**src/mcrb_params.svh**
```systemverilog
`ifndef MCRB_PARAMS_SVH
`define MCRB_PARAMS_SVH
`define MCRB_ADDR_WAKE     8'h09
`define MCRB_ADDR_PAGE     8'h0A
`define MCRB_ADDR_PDN      8'h0B
`define MCRB_ADDR_PUB      8'h0C
`define MCRB_ADDR_PUC      8'h0D
`define MCRB_ADDR_IEN      8'h0E
`define MCRB_ADDR_IFLG     8'h0F
`define MCRB_ADDR_DIR_A    8'h05
`define MCRB_ADDR_DIR_B    8'h06
`define MCRB_ADDR_DIR_C    8'h07
`define MCRB_IEN_MASK      8'h8D
`define MCRB_IFLG_MASK     8'h0D
`define MCRB_PAGE_MASK     8'h0C
`define MCRB_OPT_RESET     8'h3F
`define MCRB_OPT_MASK      8'h7F
`define MCRB_CTRL_RESET    8'hFF
`define MCRB_VECTOR        12'h008
`define MCRB_BIT_TMR       0
`define MCRB_BIT_EXT0      2
`define MCRB_BIT_EXT1      3
`define MCRB_BIT_GIE       7
`define MCRB_OPT_EDGE      6
`define MCRB_OPT_TCS       5
`define MCRB_OPT_TSE       4
`define MCRB_OPT_PSA       3
`endif

```
**src/mcrb_pkg.sv**
```systemverilog
package mcrb_pkg;
    // Interrupt sequencing, Gray coded
    typedef enum logic [1:0] {
        MCRB_IDLE    = 2'b00,
        MCRB_SERVICE = 2'b01
    } mcrb_irq_state_type;
endpackage : mcrb_pkg

```
**src/mcrb_edge_detect.sv**
```systemverilog
`timescale 1ns/100ps
// Sampled edge detector on a synchronous input
module mcrb_edge_detect (
    input  wire logic i_ref_clk,
    input  wire logic i_sys_rst,
    input  wire logic i_level,
    input  wire logic i_rising,
    output logic      o_edge
);
    logic prev_q;

    // Track the pin through reset, so release never fakes an edge
    always_ff @(posedge i_ref_clk) begin
        if (i_sys_rst) begin
            prev_q <= i_level;
        end else begin
            prev_q <= i_level;
        end
    end

    assign o_edge = i_rising ? (i_level & ~prev_q) : (~i_level & prev_q);
endmodule : mcrb_edge_detect

```
**src/mcrb_ctrl_reg.sv**
```systemverilog
`timescale 1ns/100ps
// Plain read/write control register with written-bit mask
module mcrb_ctrl_reg (
    input  wire logic       i_ref_clk,
    input  wire logic       i_sys_rst,
    input  wire logic       i_we,
    input  wire logic [7:0] i_wdata,
    input  wire logic [7:0] i_mask,
    input  wire logic [7:0] i_reset,
    output logic      [7:0] o_value
);
    always_ff @(posedge i_ref_clk) begin
        if (i_sys_rst) begin
            o_value <= i_reset;
        end else if (i_we) begin
            o_value <= i_wdata & i_mask;
        end
    end
endmodule : mcrb_ctrl_reg

```
**src/mcu_control_register_bank.sv**
```systemverilog
`timescale 1ns/100ps
`include "mcrb_params.svh"
module mcu_control_register_bank (
    input  wire logic        i_ref_clk,
    input  wire logic        i_sys_rst,
    input  wire logic [7:0]  i_addr,
    input  wire logic        i_wr,
    input  wire logic [7:0]  i_wdata,
    output logic      [7:0]  o_rdata,
    output logic             o_rhit,
    input  wire logic        i_acc_load,
    input  wire logic [7:0]  i_acc_data,
    output logic      [7:0]  o_acc,
    input  wire logic        i_option_load,
    input  wire logic        i_dir_load,
    input  wire logic        i_return_from_interrupt,
    input  wire logic        i_ext0_mode,
    input  wire logic        i_timer_overflow,
    input  wire logic        i_ext_irq_input_0,
    input  wire logic        i_ext_irq_input_1,
    input  wire logic [7:0]  i_port_b_pins,
    input  wire logic        i_sleeping,
    output logic             o_irq_take,
    output logic      [11:0] o_irq_vector,
    output logic             o_wake,
    output logic      [1:0]  o_page,
    output logic      [3:0]  o_port_a_pulldown_en,
    output logic      [3:0]  o_port_b_pulldown_en,
    output logic      [7:0]  o_port_b_pullup_en,
    output logic      [7:0]  o_port_c_pullup_en,
    output logic      [2:0]  o_prescaler_rate_field,
    output logic             o_prescaler_assign,
    output logic             o_timer_source_edge_select,
    output logic             o_timer_clock_source_select,
    output logic             o_ext0_edge_select,
    output logic      [8:0]  o_timer_div_log2,
    output logic      [7:0]  o_port_a_direction,
    output logic      [7:0]  o_port_b_direction,
    output logic      [7:0]  o_port_c_direction
);
    logic [7:0] wake_q;
    logic [7:0] page_q;
    logic [7:0] pdn_q;
    logic [7:0] pub_q;
    logic [7:0] puc_q;
    logic [7:0] ien_q;
    logic [7:0] ien_d;
    logic [7:0] iflg_q;
    logic [7:0] iflg_d;
    logic [7:0] acc_q;
    logic [7:0] opt_q;
    logic [7:0] dir_a_q;
    logic [7:0] dir_b_q;
    logic [7:0] dir_c_q;
    logic [7:0] pb_prev_q;
    mcrb_pkg::mcrb_irq_state_type state_q;
    mcrb_pkg::mcrb_irq_state_type state_d;

    // Address decode for the mapped special registers
    wire we_wake = i_wr && (i_addr == `MCRB_ADDR_WAKE);
    wire we_page = i_wr && (i_addr == `MCRB_ADDR_PAGE);
    wire we_pdn  = i_wr && (i_addr == `MCRB_ADDR_PDN);
    wire we_pub  = i_wr && (i_addr == `MCRB_ADDR_PUB);
    wire we_puc  = i_wr && (i_addr == `MCRB_ADDR_PUC);
    wire we_ien  = i_wr && (i_addr == `MCRB_ADDR_IEN);
    wire we_iflg = i_wr && (i_addr == `MCRB_ADDR_IFLG);
    wire dir_ok  = i_dir_load && (i_addr >= `MCRB_ADDR_DIR_A)
                   && (i_addr <= `MCRB_ADDR_DIR_C);

    // Shared write-mask register cells
    mcrb_ctrl_reg u_wake (.i_ref_clk(i_ref_clk), .i_sys_rst(i_sys_rst), .i_we(we_wake),
        .i_wdata(i_wdata), .i_mask(`MCRB_CTRL_RESET), .i_reset(`MCRB_CTRL_RESET),
        .o_value(wake_q));
    mcrb_ctrl_reg u_pdn (.i_ref_clk(i_ref_clk), .i_sys_rst(i_sys_rst), .i_we(we_pdn),
        .i_wdata(i_wdata), .i_mask(`MCRB_CTRL_RESET), .i_reset(`MCRB_CTRL_RESET),
        .o_value(pdn_q));
    mcrb_ctrl_reg u_pub (.i_ref_clk(i_ref_clk), .i_sys_rst(i_sys_rst), .i_we(we_pub),
        .i_wdata(i_wdata), .i_mask(`MCRB_CTRL_RESET), .i_reset(`MCRB_CTRL_RESET),
        .o_value(pub_q));
    mcrb_ctrl_reg u_puc (.i_ref_clk(i_ref_clk), .i_sys_rst(i_sys_rst), .i_we(we_puc),
        .i_wdata(i_wdata), .i_mask(`MCRB_CTRL_RESET), .i_reset(`MCRB_CTRL_RESET),
        .o_value(puc_q));
    mcrb_ctrl_reg u_dira (.i_ref_clk(i_ref_clk), .i_sys_rst(i_sys_rst),
        .i_we(dir_ok && i_addr == `MCRB_ADDR_DIR_A), .i_wdata(acc_q),
        .i_mask(`MCRB_CTRL_RESET), .i_reset(`MCRB_CTRL_RESET), .o_value(dir_a_q));
    mcrb_ctrl_reg u_dirb (.i_ref_clk(i_ref_clk), .i_sys_rst(i_sys_rst),
        .i_we(dir_ok && i_addr == `MCRB_ADDR_DIR_B), .i_wdata(acc_q),
        .i_mask(`MCRB_CTRL_RESET), .i_reset(`MCRB_CTRL_RESET), .o_value(dir_b_q));
    mcrb_ctrl_reg u_dirc (.i_ref_clk(i_ref_clk), .i_sys_rst(i_sys_rst),
        .i_we(dir_ok && i_addr == `MCRB_ADDR_DIR_C), .i_wdata(acc_q),
        .i_mask(`MCRB_CTRL_RESET), .i_reset(`MCRB_CTRL_RESET), .o_value(dir_c_q));

    // Page buffer keeps only its page bits, so upper bits stay zero
    always_ff @(posedge i_ref_clk) begin
        if (i_sys_rst) begin
            page_q <= 8'h00;
        end else if (we_page) begin
            page_q <= i_wdata & `MCRB_PAGE_MASK;
        end
    end

    // Accumulator loads only from the core, never by address
    always_ff @(posedge i_ref_clk) begin
        if (i_sys_rst) begin
            acc_q <= 8'h00;
        end else if (i_acc_load) begin
            acc_q <= i_acc_data;
        end
    end

    // Option load copies the accumulator; bit 7 is dropped
    always_ff @(posedge i_ref_clk) begin
        if (i_sys_rst) begin
            opt_q <= `MCRB_OPT_RESET;
        end else if (i_option_load) begin
            opt_q <= acc_q & `MCRB_OPT_MASK;
        end
    end

    // External input edges; edge select picks the input 0 polarity
    logic ext0_edge;
    logic ext1_edge;
    mcrb_edge_detect u_ext0 (.i_ref_clk(i_ref_clk), .i_sys_rst(i_sys_rst),
        .i_level(i_ext_irq_input_0), .i_rising(opt_q[`MCRB_OPT_EDGE]),
        .o_edge(ext0_edge));
    mcrb_edge_detect u_ext1 (.i_ref_clk(i_ref_clk), .i_sys_rst(i_sys_rst),
        .i_level(i_ext_irq_input_1), .i_rising(1'b0),
        .o_edge(ext1_edge));

    // Flags: hardware set wins over a same-cycle software clear
    logic [7:0] flag_set;
    assign flag_set = {4'h0, ext1_edge, ext0_edge & i_ext0_mode, 1'b0, i_timer_overflow};
    always_comb begin
        iflg_d = we_iflg ? (i_wdata & `MCRB_IFLG_MASK) : iflg_q;
        iflg_d = (iflg_d | flag_set) & `MCRB_IFLG_MASK;
    end

    // Interrupt taken when global and source enables meet a new event
    logic [7:0] pend;
    assign pend       = flag_set & ien_q;
    assign o_irq_take = ien_q[`MCRB_BIT_GIE] && (|pend[3:0]);
    assign o_irq_vector = `MCRB_VECTOR;

    // Enable register; hardware clear on entry, set on return
    always_comb begin
        ien_d = we_ien ? (i_wdata & `MCRB_IEN_MASK) : ien_q;
        if (o_irq_take) begin
            ien_d[`MCRB_BIT_GIE] = 1'b0;
        end else if (i_return_from_interrupt) begin
            ien_d[`MCRB_BIT_GIE] = 1'b1;
        end
    end

    // Service tracking: idle until taken, back on return
    always_comb begin
        state_d = state_q;
        case (state_q)
            mcrb_pkg::MCRB_IDLE:    if (o_irq_take) state_d = mcrb_pkg::MCRB_SERVICE;
            mcrb_pkg::MCRB_SERVICE: if (i_return_from_interrupt) state_d = mcrb_pkg::MCRB_IDLE;
            default:                state_d = mcrb_pkg::MCRB_IDLE;
        endcase
    end

    always_ff @(posedge i_ref_clk) begin
        if (i_sys_rst) begin
            ien_q     <= 8'h00;
            iflg_q    <= 8'h00;
            pb_prev_q <= 8'hFF;
            state_q   <= mcrb_pkg::MCRB_IDLE;
        end else begin
            ien_q     <= ien_d;
            iflg_q    <= iflg_d;
            pb_prev_q <= i_port_b_pins;
            state_q   <= state_d;
        end
    end

    // Wake on any enabled falling port B pin; pin 0 masked in interrupt use
    logic [7:0] wake_allow;
    assign wake_allow = ~wake_q & {7'h7F, ~i_ext0_mode};
    assign o_wake = i_sleeping && |(wake_allow & pb_prev_q & ~i_port_b_pins);

    // Read mux; flag reads show flags masked by enables
    always_comb begin
        o_rhit  = 1'b1;
        if (i_addr == `MCRB_ADDR_WAKE)      o_rdata = wake_q;
        else if (i_addr == `MCRB_ADDR_PAGE) o_rdata = page_q;
        else if (i_addr == `MCRB_ADDR_PDN)  o_rdata = pdn_q;
        else if (i_addr == `MCRB_ADDR_PUB)  o_rdata = pub_q;
        else if (i_addr == `MCRB_ADDR_PUC)  o_rdata = puc_q;
        else if (i_addr == `MCRB_ADDR_IEN)  o_rdata = ien_q;
        else if (i_addr == `MCRB_ADDR_IFLG) o_rdata = iflg_q & ien_q;
        else begin
            o_rdata = 8'h00;
            o_rhit  = 1'b0;
        end
    end

    // Pad and timer controls
    assign o_page                  = page_q[3:2];
    assign o_port_a_pulldown_en    = ~pdn_q[3:0];
    assign o_port_b_pulldown_en    = ~pdn_q[7:4];
    assign o_port_b_pullup_en      = ~pub_q;
    assign o_port_c_pullup_en      = ~puc_q;
    assign o_acc                   = acc_q;
    assign o_prescaler_rate_field  = opt_q[2:0];
    assign o_prescaler_assign      = opt_q[`MCRB_OPT_PSA];
    assign o_timer_source_edge_select  = opt_q[`MCRB_OPT_TSE];
    assign o_timer_clock_source_select = opt_q[`MCRB_OPT_TCS];
    assign o_ext0_edge_select      = opt_q[`MCRB_OPT_EDGE];
    // Log2 ratio: timer n+1, watchdog n (no prescaler effect on other)
    assign o_timer_div_log2 = opt_q[`MCRB_OPT_PSA] ? {6'h00, opt_q[2:0]}
                              : 9'(opt_q[2:0]) + 9'h001;
    assign o_port_a_direction      = dir_a_q;
    assign o_port_b_direction      = dir_b_q;
    assign o_port_c_direction      = dir_c_q;

    // Checks
    property p_gie_clear;
        @(posedge i_ref_clk) disable iff (i_sys_rst)
        o_irq_take |=> !ien_q[`MCRB_BIT_GIE];
    endproperty
    a_gie_clear: assert property (p_gie_clear) else $error("gie not cleared");
    property p_return_from_interrupt;
        @(posedge i_ref_clk) disable iff (i_sys_rst)
        (i_return_from_interrupt && !o_irq_take) |=> ien_q[`MCRB_BIT_GIE];
    endproperty
    a_return_from_interrupt: assert property (p_return_from_interrupt) else $error("gie not set");
    property p_no_take;
        @(posedge i_ref_clk) disable iff (i_sys_rst)
        !ien_q[`MCRB_BIT_GIE] |-> !o_irq_take;
    endproperty
    a_no_take: assert property (p_no_take) else $error("take without gie");
    property p_tmr_flag;
        @(posedge i_ref_clk) disable iff (i_sys_rst)
        i_timer_overflow |=> iflg_q[`MCRB_BIT_TMR];
    endproperty
    a_tmr_flag: assert property (p_tmr_flag) else $error("timer flag lost");
    property p_ext1_flag;
        @(posedge i_ref_clk) disable iff (i_sys_rst)
        ($fell(i_ext_irq_input_1)) |=> iflg_q[`MCRB_BIT_EXT1];
    endproperty
    a_ext1_flag: assert property (p_ext1_flag) else $error("ext1 flag lost");
    property p_flag_hold;
        @(posedge i_ref_clk) disable iff (i_sys_rst)
        (iflg_q[`MCRB_BIT_EXT0] && !we_iflg) |=> iflg_q[`MCRB_BIT_EXT0];
    endproperty
    a_flag_hold: assert property (p_flag_hold) else $error("ext0 flag dropped");
    property p_page_hi;
        @(posedge i_ref_clk) disable iff (i_sys_rst)
        we_page |=> page_q[7:4] == 4'h0;
    endproperty
    a_page_hi: assert property (p_page_hi) else $error("page high bits set");
    property p_opt_load;
        @(posedge i_ref_clk) disable iff (i_sys_rst)
        i_option_load |=> opt_q == ($past(acc_q) & `MCRB_OPT_MASK);
    endproperty
    a_opt_load: assert property (p_opt_load) else $error("option load wrong");
    property p_pin0_wake;
        @(posedge i_ref_clk) disable iff (i_sys_rst)
        (i_ext0_mode && i_port_b_pins[7:1] == pb_prev_q[7:1]) |-> !o_wake;
    endproperty
    a_pin0_wake: assert property (p_pin0_wake) else $error("pin0 wake in irq mode");
    property p_service;
        @(posedge i_ref_clk) disable iff (i_sys_rst)
        o_irq_take |=> state_q == mcrb_pkg::MCRB_SERVICE;
    endproperty
    a_service: assert property (p_service) else $error("service not entered");
    property p_service_exit;
        @(posedge i_ref_clk) disable iff (i_sys_rst)
        (i_return_from_interrupt && !o_irq_take) |=> state_q == mcrb_pkg::MCRB_IDLE;
    endproperty
    a_service_exit: assert property (p_service_exit) else $error("service not left");
    property p_dir_load;
        @(posedge i_ref_clk) disable iff (i_sys_rst)
        (i_dir_load && i_addr == `MCRB_ADDR_DIR_B) |=> dir_b_q == $past(acc_q);
    endproperty
    a_dir_load: assert property (p_dir_load) else $error("direction load wrong");
    property p_ext0_flag;
        @(posedge i_ref_clk) disable iff (i_sys_rst)
        (ext0_edge && i_ext0_mode) |=> iflg_q[`MCRB_BIT_EXT0];
    endproperty
    a_ext0_flag: assert property (p_ext0_flag) else $error("ext0 flag lost");
endmodule : mcu_control_register_bank

```
**config.mk**
```make
export PLATFORM = sky130hd
export DESIGN_NAME = mcu_control_register_bank
export DESIGN_NICKNAME = d
export VERILOG_FILES = /design/src/mcrb_pkg.sv /design/src/mcrb_edge_detect.sv /design/src/mcrb_ctrl_reg.sv /design/src/mcu_control_register_bank.sv
export VERILOG_INCLUDE_DIRS = /design/src
export SDC_FILE = /design/constraint.sdc
export NUM_CORES = 1
export LEC_CHECK = 0
export BUFFER_PORTS_ARGS = -buffer_cell sky130_fd_sc_hd__buf_2
export CORE_MARGIN = 2
export CORE_UTILIZATION = 55
export CTS_BUF_LIST = sky130_fd_sc_hd__clkbuf_4 sky130_fd_sc_hd__clkbuf_8
export CTS_CLUSTER_DIAMETER = 120
export DETAILED_ROUTE_END_ITERATION = 8
export PLACE_DENSITY = 0.86
export SKIP_CTS_REPAIR_TIMING = 1
export SYNTH_ARGS = -nofsm -noshare
export SYNTH_HDL_FRONTEND = slang
export SYNTH_HIERARCHICAL = 1
export SYNTH_SLANG_ARGS = --single-unit
```
**constraint.sdc**
```tcl
create_clock -name i_ref_clk -period 2.9 [get_ports i_ref_clk]
set_input_delay 0.29 -clock i_ref_clk [delete_from_list [all_inputs] [get_ports i_ref_clk]]
set_output_delay 0.29 -clock i_ref_clk [all_outputs]
set_load 0.05 [all_outputs]
```
==> Word level (Yosys, flattened, before mapping) <==
Cells that the tools add are included.
Widths: inputs -> output; s select.
{ "word_totals": {"inputBits": 44, "wordCells": 86, "out_inout_bits": 97, "register_bits": 90} }
{ "classes": {"magnitude_cmp": 2, "add_sub_neg": 1, "reduce_logical": 18, "muxes": 19, "bitwise": 20, "n_eq_ne": 10} }
{ "ops": {"columns": ["operator", "n"], "rows": [
  ["$mux 8", 8],
  ["$eq 8x4->1 const B", 7],
  ["$not 8->8", 4],
  ["$and 8x8->8", 3],
  ["$eq 8x3->1 const B", 3],
  ["$logic_and 1x1->1", 14],
  ["$mux 1", 9],
  ["$and 4x8->8", 1],
  ["$ge 8x3->1 const B", 1],
  ["$le 8x3->1 const B", 1],
  ["$mux 4", 2],
  ["$not 4->4", 2],
  ["$reduce_or 8->1", 1],
  ["$add 3x1->4 const B", 1],
  ["$and 1x1->1", 4],
  ["$and 4x4->4", 1],
  ["$not 1->1", 4],
  ["$or 4x4->4", 1],
  ["$reduce_or 4->1", 1],
  ["$reduce_bool 2->1", 1],
  ["$reduce_or 2->1", 1]
]} }

==> Logic depth before layout (Yosys ltp) <==
Gate-level depths: netlist of the first run.
{ "depth": {"depth_word": 8, "depth_mapped": 6, "ltp_nobuf": 6} }

==> Cells and area by module <==
Netlist of the first run, hierarchy kept.
{ "modules_own_cells": {"columns": ["mod", "area_each_um2", "seq_area_each_um2", "n_inst", "cells_each"], "rows": [
  ["mcrb_ctrl_reg", 357.8, 240.2, 7, 34],
  ["mcu_control_register_bank", 2000.7, 640.6, 1, 241],
  ["mcrb_edge_detect", 42.5, 20.0, 2, 4]
]} }

==> Least setup slack after synthesis of the first run <==
Ideal clock, no wire load.
{ "synth_timing": {"path_kind": "in2out", "start": "in i_addr[2]", "end": "out o_rdata[2]", "path_buffers": 2, "setup_slack_ns": 0.436, "arrival_ns": 2.174, "path_stages": 4, "cell_sequence": "clkbuf_1 -> clkbuf_1 -> a221oi_1 -> a211oi_1"} }
{ "synth_between": {"elab_chain_cells": 8, "word_cells_on_any_way": 14, "cone_classes": "eq/ne: 7; mux: 7"} }
{ "synth_rtl": {"columns": ["element", "line_no", "text"], "rows": [
  ["start: declaration", "mcu_control_register_bank.sv:6", "input wire logic [7:0] i_addr,"],
  ["$eq 8x4->1 (no source line)", null, null],
  ["$mux 8", "mcu_control_register_bank.sv:192", "else if (i_addr == `MCRB_ADDR_IFLG) o_rdata = iflg_q & ien_q;"],
  ["$mux 8", "mcu_control_register_bank.sv:191", "else if (i_addr == `MCRB_ADDR_IEN) o_rdata = ien_q;"],
  ["$mux 8", "mcu_control_register_bank.sv:190", "else if (i_addr == `MCRB_ADDR_PUC) o_rdata = puc_q;"],
  ["$mux 8", "mcu_control_register_bank.sv:189", "else if (i_addr == `MCRB_ADDR_PUB) o_rdata = pub_q;"],
  ["$mux 8", "mcu_control_register_bank.sv:188", "else if (i_addr == `MCRB_ADDR_PDN) o_rdata = pdn_q;"],
  ["$mux 8", "mcu_control_register_bank.sv:187", "else if (i_addr == `MCRB_ADDR_PAGE) o_rdata = page_q;"],
  ["$mux 8 *", "mcu_control_register_bank.sv:186", "if (i_addr == `MCRB_ADDR_WAKE) o_rdata = wake_q;"],
  ["end: declaration", "mcu_control_register_bank.sv:9", "output logic [7:0] o_rdata,"]
]} }
Every way passes the cells marked *; elsewhere a longest branch is shown, timed or not.

==> Worst setup path after layout of the first run <==
{ "layout_timing": {"start": "in i_addr[5]", "end": "out o_rdata[2]"} }
The elaborated chain is that of the path after synthesis.

==> flow_metrics.tcl, run 1 <==
set metrics [dict create \
    finalNetCount 764 \
    irDropWorstVdd_mv 0.270 \
    setup_viol 0 \
    grt_setup_unrepaired "false" \
    seq_area_frac_synth_pct 51.5 \
    power.share.switching_pct 33.9 \
    synthDistinctLibCells 42 \
    finalHoldViolCount 0 \
    h-tree-depth 3 \
    syn2layout_area_growth_pct 26.3 \
    place_area_sq_um 5600 \
    ant_nets 0 \
    die_w_um 95.4 \
    combPwrFrac_pct 23.0 \
    grt_max_degree 69 \
    path_class "input port to output port" \
    clock-root-buffer "clkbuf_8" \
    cts_buffer_depth 2 \
    cts_buffers 9 \
    first_iter_violations 226 \
    worstHoldPathType "input port to register" \
    setup.worst_path.end_class "output port" \
    required_ns 2.61 \
    ys_ff_latch 90 \
    ys_warn_count 6 \
    start_util_pct 56.4 \
    p_clk_share_pct 27.4 \
    seqPwrFrac_pct 49.6 \
    fp.coreArea_sq_um 8130 \
    fin_util_pct 71.3 \
    gp_congestion 0.929 \
    clkLatencyLatePin_ns 0.35 \
    grt_pass1_vias 3636 \
    grt_antenna_before_repair 1 \
    cts_sinks 90 \
    p_switching_w 0.00104 \
    wirelength_mm 11.4 \
    fmax_mhz 456 \
    syn_inst 487 \
    outcome "finished clean" \
    yosys.area.top_type "edfxtp_1" \
    slew_headroom_pct 60.6 \
    synth-main-ff-cell "edfxtp_1" \
    dpl.hpwl_mm 8.37 \
    synthTopCellsByArea "edfxtp_1, dfxtp_1, nand2_1" \
    post-route-period-util_pct 75.6 \
    grt_usage_pct 25.7 \
    p_leak_nw 2.75 \
    grt_pass1_wl_mm 17.8 \
    synth_edf_count 56 \
    synth_top_area_share_pct 36.6 \
    cp_data_arrival_time_ns 1.90 \
    maxCapViolCount 0 \
    first_pass_iters 5 \
    die_y_um 95.4 \
    portBuffers 123 \
    rows 33 \
    drc 0 \
    boundaryPins 141 \
    syn_area_sq_um 4590 \
    worst_pin_slew_ns 0.591 \
    path_max_fanout 9 \
    drt-vias-per-instance 4.89 \
    die-area_sq_um 9090 \
    clk_pin_slew_ns 0.09 \
    synth_most_common_cell "nand2_1" \
    wl_per_cell_um 13.7 \
    num_vias 4055 \
    skew_ns 0.0128 \
    total_power_w 0.00307 \
    stdcell_area_sq_um 5800 \
    ys_top_cells_by_count "nand2_1, o21ai_0, edfxtp_1" \
    grt_overflow_total 0 \
    drive_gt1_share_pct 23.2 \
    slew_violations 0 \
    startpoint_type "input port" \
    p_per_area_nw_per_um2 530 \
    fin_setup_tns_ns 0 \
    cts_tree "yes" \
    cell_internal_pwr_w 0.00203 \
    synth.avg_cell_area_sq_um 9.43 \
    ys_async_sr_fraction_pct 0 \
    period_minus_slack_ns 2.19 \
]
==> kinds of logic after synthesis <==
| logic type | share of synthesized area (%) |
|---|---|
| AND/OR/NAND/NOR | 21.2 |
| AO/OA/AOI/OAI | 11.9 |
| flip-flops | 51.5 |
| buffers and inverters | 7.66 |
| multiplexers | 6.92 |
| other | 0.164 |
| XOR/XNOR | 0.382 |
| adder cells (fa/ha/maj) | 0.273 |
==> state kept, by name, summed over array words and instances, names as in the netlist, 3 cells and up <==
register	count
ien_q	4
iflg_q	3
o_acc	8
opt_q	7
pb_prev_q	8
u_dira/o_value	8
u_dirb/o_value	8
u_dirc/o_value	8
u_pdn/o_value	8
u_pub/o_value	8
u_puc/o_value	8
u_wake/o_value	8
==> final timing paths <==
kind,cells past startpoint,slack (ns),to,from
setup / recovery,5,0.71,o_rdata[2],i_addr[5]
hold / removal,1,0.07,u_ext1/prev_q,i_ext_irq_input_1
setup reg to reg,6,1.65,ien_q[7],opt_q[6]
hold reg to reg,2,0.49,iflg_q[0],iflg_q[0]
==> metrics by stage <==
step	hold WS (ns)	cells	worst slack (ns)
floorplan	0.318	616	0.436
global placement	0.415	813	0.829
detailed placement	0.421	813	0.727
CTS	0.0547	829	0.691
global route	0.0605	829	0.494
finish	0.0669	830	0.708
==> routing by layer <==
metal	wire length, um	vias to the layer above	GRT usage [%]
li1	-	1986	-
met2	5530	189	43.7
met3	1000	27	3.95
met4	251	0	9.66
met1	4620	1853	33.3
met5	0	-	0
==> layout by cell type, fill, tap and decap left out, drive strengths merged, types with 2 or more instances in the layout <==
cell / netlist / final
conb: 2 / 131
o21ai: 60 / 60
clkinv: 0 / 5
a211o: 6 / 6
nor2: 29 / 29
or2: 16 / 16
edfxtp: 56 / 56
a221oi: 3 / 3
nor4: 3 / 3
dfxtp: 34 / 34
nand2b: 9 / 9
nand3b: 2 / 2
clkbuf: 7 / 9
a21oi: 6 / 6
nor3: 6 / 6
a22oi: 4 / 4
inv: 27 / 28
xnor2: 2 / 2
mux2i: 25 / 25
nand3: 4 / 4
nand2: 118 / 118
nor3b: 5 / 5
nor2b: 11 / 11
mux2: 6 / 6
o22a: 3 / 3
a211oi: 4 / 4
a31oi: 3 / 3
buf: 28 / 127
==> power by group through the flow <==
stage | sequential (W) | combinational [W] | clock [W]
floorplan | 0.00165 | 0.000431 | 0
global placement | 0.00155 | 0.000682 | 0
detailed placement | 0.00155 | 0.000699 | 0
CTS | 0.00152 | 0.000701 | 0.000853
global route | 0.00153 | 0.000757 | 0.000899
finish | 0.00152 | 0.000705 | 0.000842
==> cell type report <==
| class | count | area, sq um |
|---|---|---|
| Clock inverter | 7 | 68.8 |
| Tap cell | 105 | 131 |
| Fill cell | 624 | 2330 |
| Timing Repair Buffer | 127 | 648 |
| Multi-Input combinational cell | 464 | 2360 |
| Clock buffer | 9 | 124 |
| Inverter | 27 | 101 |
| Sequential cell | 90 | 2360 |
| Antenna cell | 1 | 2.50 |
==> critical path, cell delays in order <==
cell      delay [ns]
buf_2           0.10
nor4_1          0.50
nand2_1         0.40
a211oi_1        0.29
buf_2           0.31
Note: power is estimated with default switching activity, not from simulation.
==> run 2: changes to the inputs <==
--- a/config.mk
+++ b/config.mk
@@ -8,11 +8,11 @@
 export LEC_CHECK = 0
 export BUFFER_PORTS_ARGS = -buffer_cell sky130_fd_sc_hd__buf_2
 export CORE_MARGIN = 2
-export CORE_UTILIZATION = 55
+export CORE_UTILIZATION = 53
 export CTS_BUF_LIST = sky130_fd_sc_hd__clkbuf_4 sky130_fd_sc_hd__clkbuf_8
 export CTS_CLUSTER_DIAMETER = 120
 export DETAILED_ROUTE_END_ITERATION = 8
-export PLACE_DENSITY = 0.86
+export PLACE_DENSITY = 0.83
 export SKIP_CTS_REPAIR_TIMING = 1
 export SYNTH_ARGS = -nofsm -noshare
 export SYNTH_HDL_FRONTEND = slang
==> constraint.sdc (replaced) <==
create_clock -name i_ref_clk -period 2.15 [get_ports i_ref_clk]
set_input_delay 0.215 -clock i_ref_clk [delete_from_list [all_inputs] [get_ports i_ref_clk]]
set_output_delay 0.215 -clock i_ref_clk [all_outputs]
set_load 0.05 [all_outputs]
==> run 2 against run 1 <==
Against the previous run: sequential share of layout area is 0.43 points lower; count of clock-buffer cells in the layout is 4 higher; flip-flop and latch count stayed put; setup slack worse by 0.57 ns; utilization is 0.68 points lower; critical endpoint is now o_irq_take.
==> flow_metrics.tcl, run 2 (synthesis gave the netlist of run 1 again) <==
set metrics [dict create \
    multiInputGateArea_sq_um 2380 \
    fillers 656 \
    skew_ns 0.00951 \
    drt-vias-per-instance 4.87 \
    first_pass_iters 5 \
    grt_usage_pct 25.1 \
    seqCellArea_sq_um 2360 \
    cts_tree "yes" \
    drive_gt1_share_pct 24.0 \
    fp.coreArea_sq_um 8300 \
    grt_pass1_wl_mm 18.9 \
    p_per_area_nw_per_um2 715 \
    period_minus_slack_ns 2.01 \
    h-tree-depth 3 \
    outcome "finished clean" \
    max_stage_delay_ns 0.53 \
    setup.worst_path.end_class "output port" \
    grt_max_degree 57 \
    place_inst 815 \
    p_leak_nw 2.78 \
    layout_commonest_cell "conb_1" \
    grt_antenna_before_repair 0 \
    rows 33 \
    slew_violations 0 \
    cp_data_arrival_time_ns 1.80 \
    start_util_pct 55.3 \
    fin_setup_tns_ns 0 \
    die_y_um 97.1 \
    gp_congestion 0.888 \
    cpLargestDelayFamily "buffers and inverters" \
    crit_top_cell "buf_2" \
    finalNetCount 768 \
    grt_overflow_total 0 \
    syn2layout_area_growth_pct 27.7 \
    num_vias 4054 \
    cts_sinks 90 \
    cp_slowest_cell "dlygate4sd3_1" \
    portBuffers 123 \
    path_class "input port to output port" \
    startpoint_type "input port" \
    cp_cell_sequence "dlygate4sd3_1 -> buf_2 -> nand2b_1 -> o21ai_2 -> nand3_1 -> a21oi_1 -> buf_2" \
    stdcell_count 833 \
    maxCapViolCount 0 \
    cts_buffer_depth 2 \
    die-area_sq_um 9420 \
    grt_setup_unrepaired "false" \
    grt_pass1_vias 3915 \
    worstHoldPathType "input port to register" \
    dpl.hpwl_mm 8.63 \
    antenna-diode-count 0 \
    post-route-period-util_pct 93.7 \
    finalHoldViolCount 0 \
    clkLatencyLatePin_ns 0.36 \
    wirelength_mm 11.5 \
    clock-root-buffer "clkbuf_8" \
    die_w_um 97.1 \
    setup_viol 0 \
    irDropWorstVdd_mv 0.368 \
    cts_buffers 9 \
    first_iter_violations 208 \
    fmax_mhz 496 \
    path_buf_inv 3 \
    wl_per_cell_um 13.8 \
    required_ns 1.93 \
    path_max_fanout 3 \
    boundaryPins 141 \
    ant_nets 0 \
    final_cell_mix "conb_1, buf_2, nand2_1, o21ai_0, edfxtp_1" \
    drc 0 \
    clk_pin_slew_ns 0.08 \
]
## run 2: changes by cell type in the layout (fill, tap and decap cells not counted), sizes merged
cell and delta:
clkbuf +4, clkinv -4, buf +2, dlygate4sd3 +2, diode -1
## run 2: where the power goes
group | internal, W | leakage [nW] | total, W | switching, W
Sequential | 0.00197 | 0.836 | 0.00205 | 0.0000844
Clock | 0.000606 | 0.106 | 0.00118 | 0.000569
Combinational | 0.000238 | 1.84 | 0.000960 | 0.000721
## run 2: final timing paths
check             slack, ns      endpoint  cells after the start         startpoint
hold / removal         0.06  pb_prev_q[6]                      2   i_port_b_pins[6]
setup reg to reg       0.90      ien_q[7]                      6           opt_q[6]
setup / recovery       0.14    o_irq_take                      7  i_ext_irq_input_0
hold reg to reg        0.50     iflg_q[0]                      2          iflg_q[0]
## run 2: worst register-to-register path, delay by kind of cell (launching register included)
family	cells	cell delay [ns]
AO/OA/AOI/OAI	4	0.50
AND/OR/NAND/NOR	2	0.23
flip-flops	1	0.42
## run 2: stage by stage
step / utilization, % / hold slack (ns) / cell area, sq um / power [W] / setup slack, ns
after global routing: 70.6 / 0.0634 / 5860 / 0.00438 / 0.0361
after detailed placement: 67.9 / 0.345 / 5630 / 0.00304 / 0.0538
final: 70.6 / 0.0633 / 5860 / 0.00419 / 0.136
after floorplan: - / 0.243 / 5090 / 0.00281 / 0.0103
after CTS: 70.3 / -0.0357 / 5830 / 0.00420 / 0.0412
after global placement: 67.9 / 0.340 / 5630 / 0.00301 / 0.130
## run 2: metal layers
| metal | up-vias | GRT usage (%) | share of wire (%) |
|---|---|---|---|
| met2 | 173 | 43.8 | 51 |
| met5 | - | 0 | 0 |
| met4 | 0 | 9.64 | 2.5 |
| li1 | 2000 | - | - |
| met3 | 30 | 3.60 | 7.5 |
| met1 | 1851 | 31.5 | 39 |
## run 2: cell type report
| type | instances | area share [%] |
|---|---|---|
| well taps | 105 | 2.24 |
| clock inverters | 3 | 0.683 |
| multi-input cells | 464 | 40.6 |
| flip-flops and latches | 90 | 40.3 |
| clock buffers | 13 | 2.73 |
| inverters | 27 | 1.73 |
| repair buffers | 131 | 11.7 |
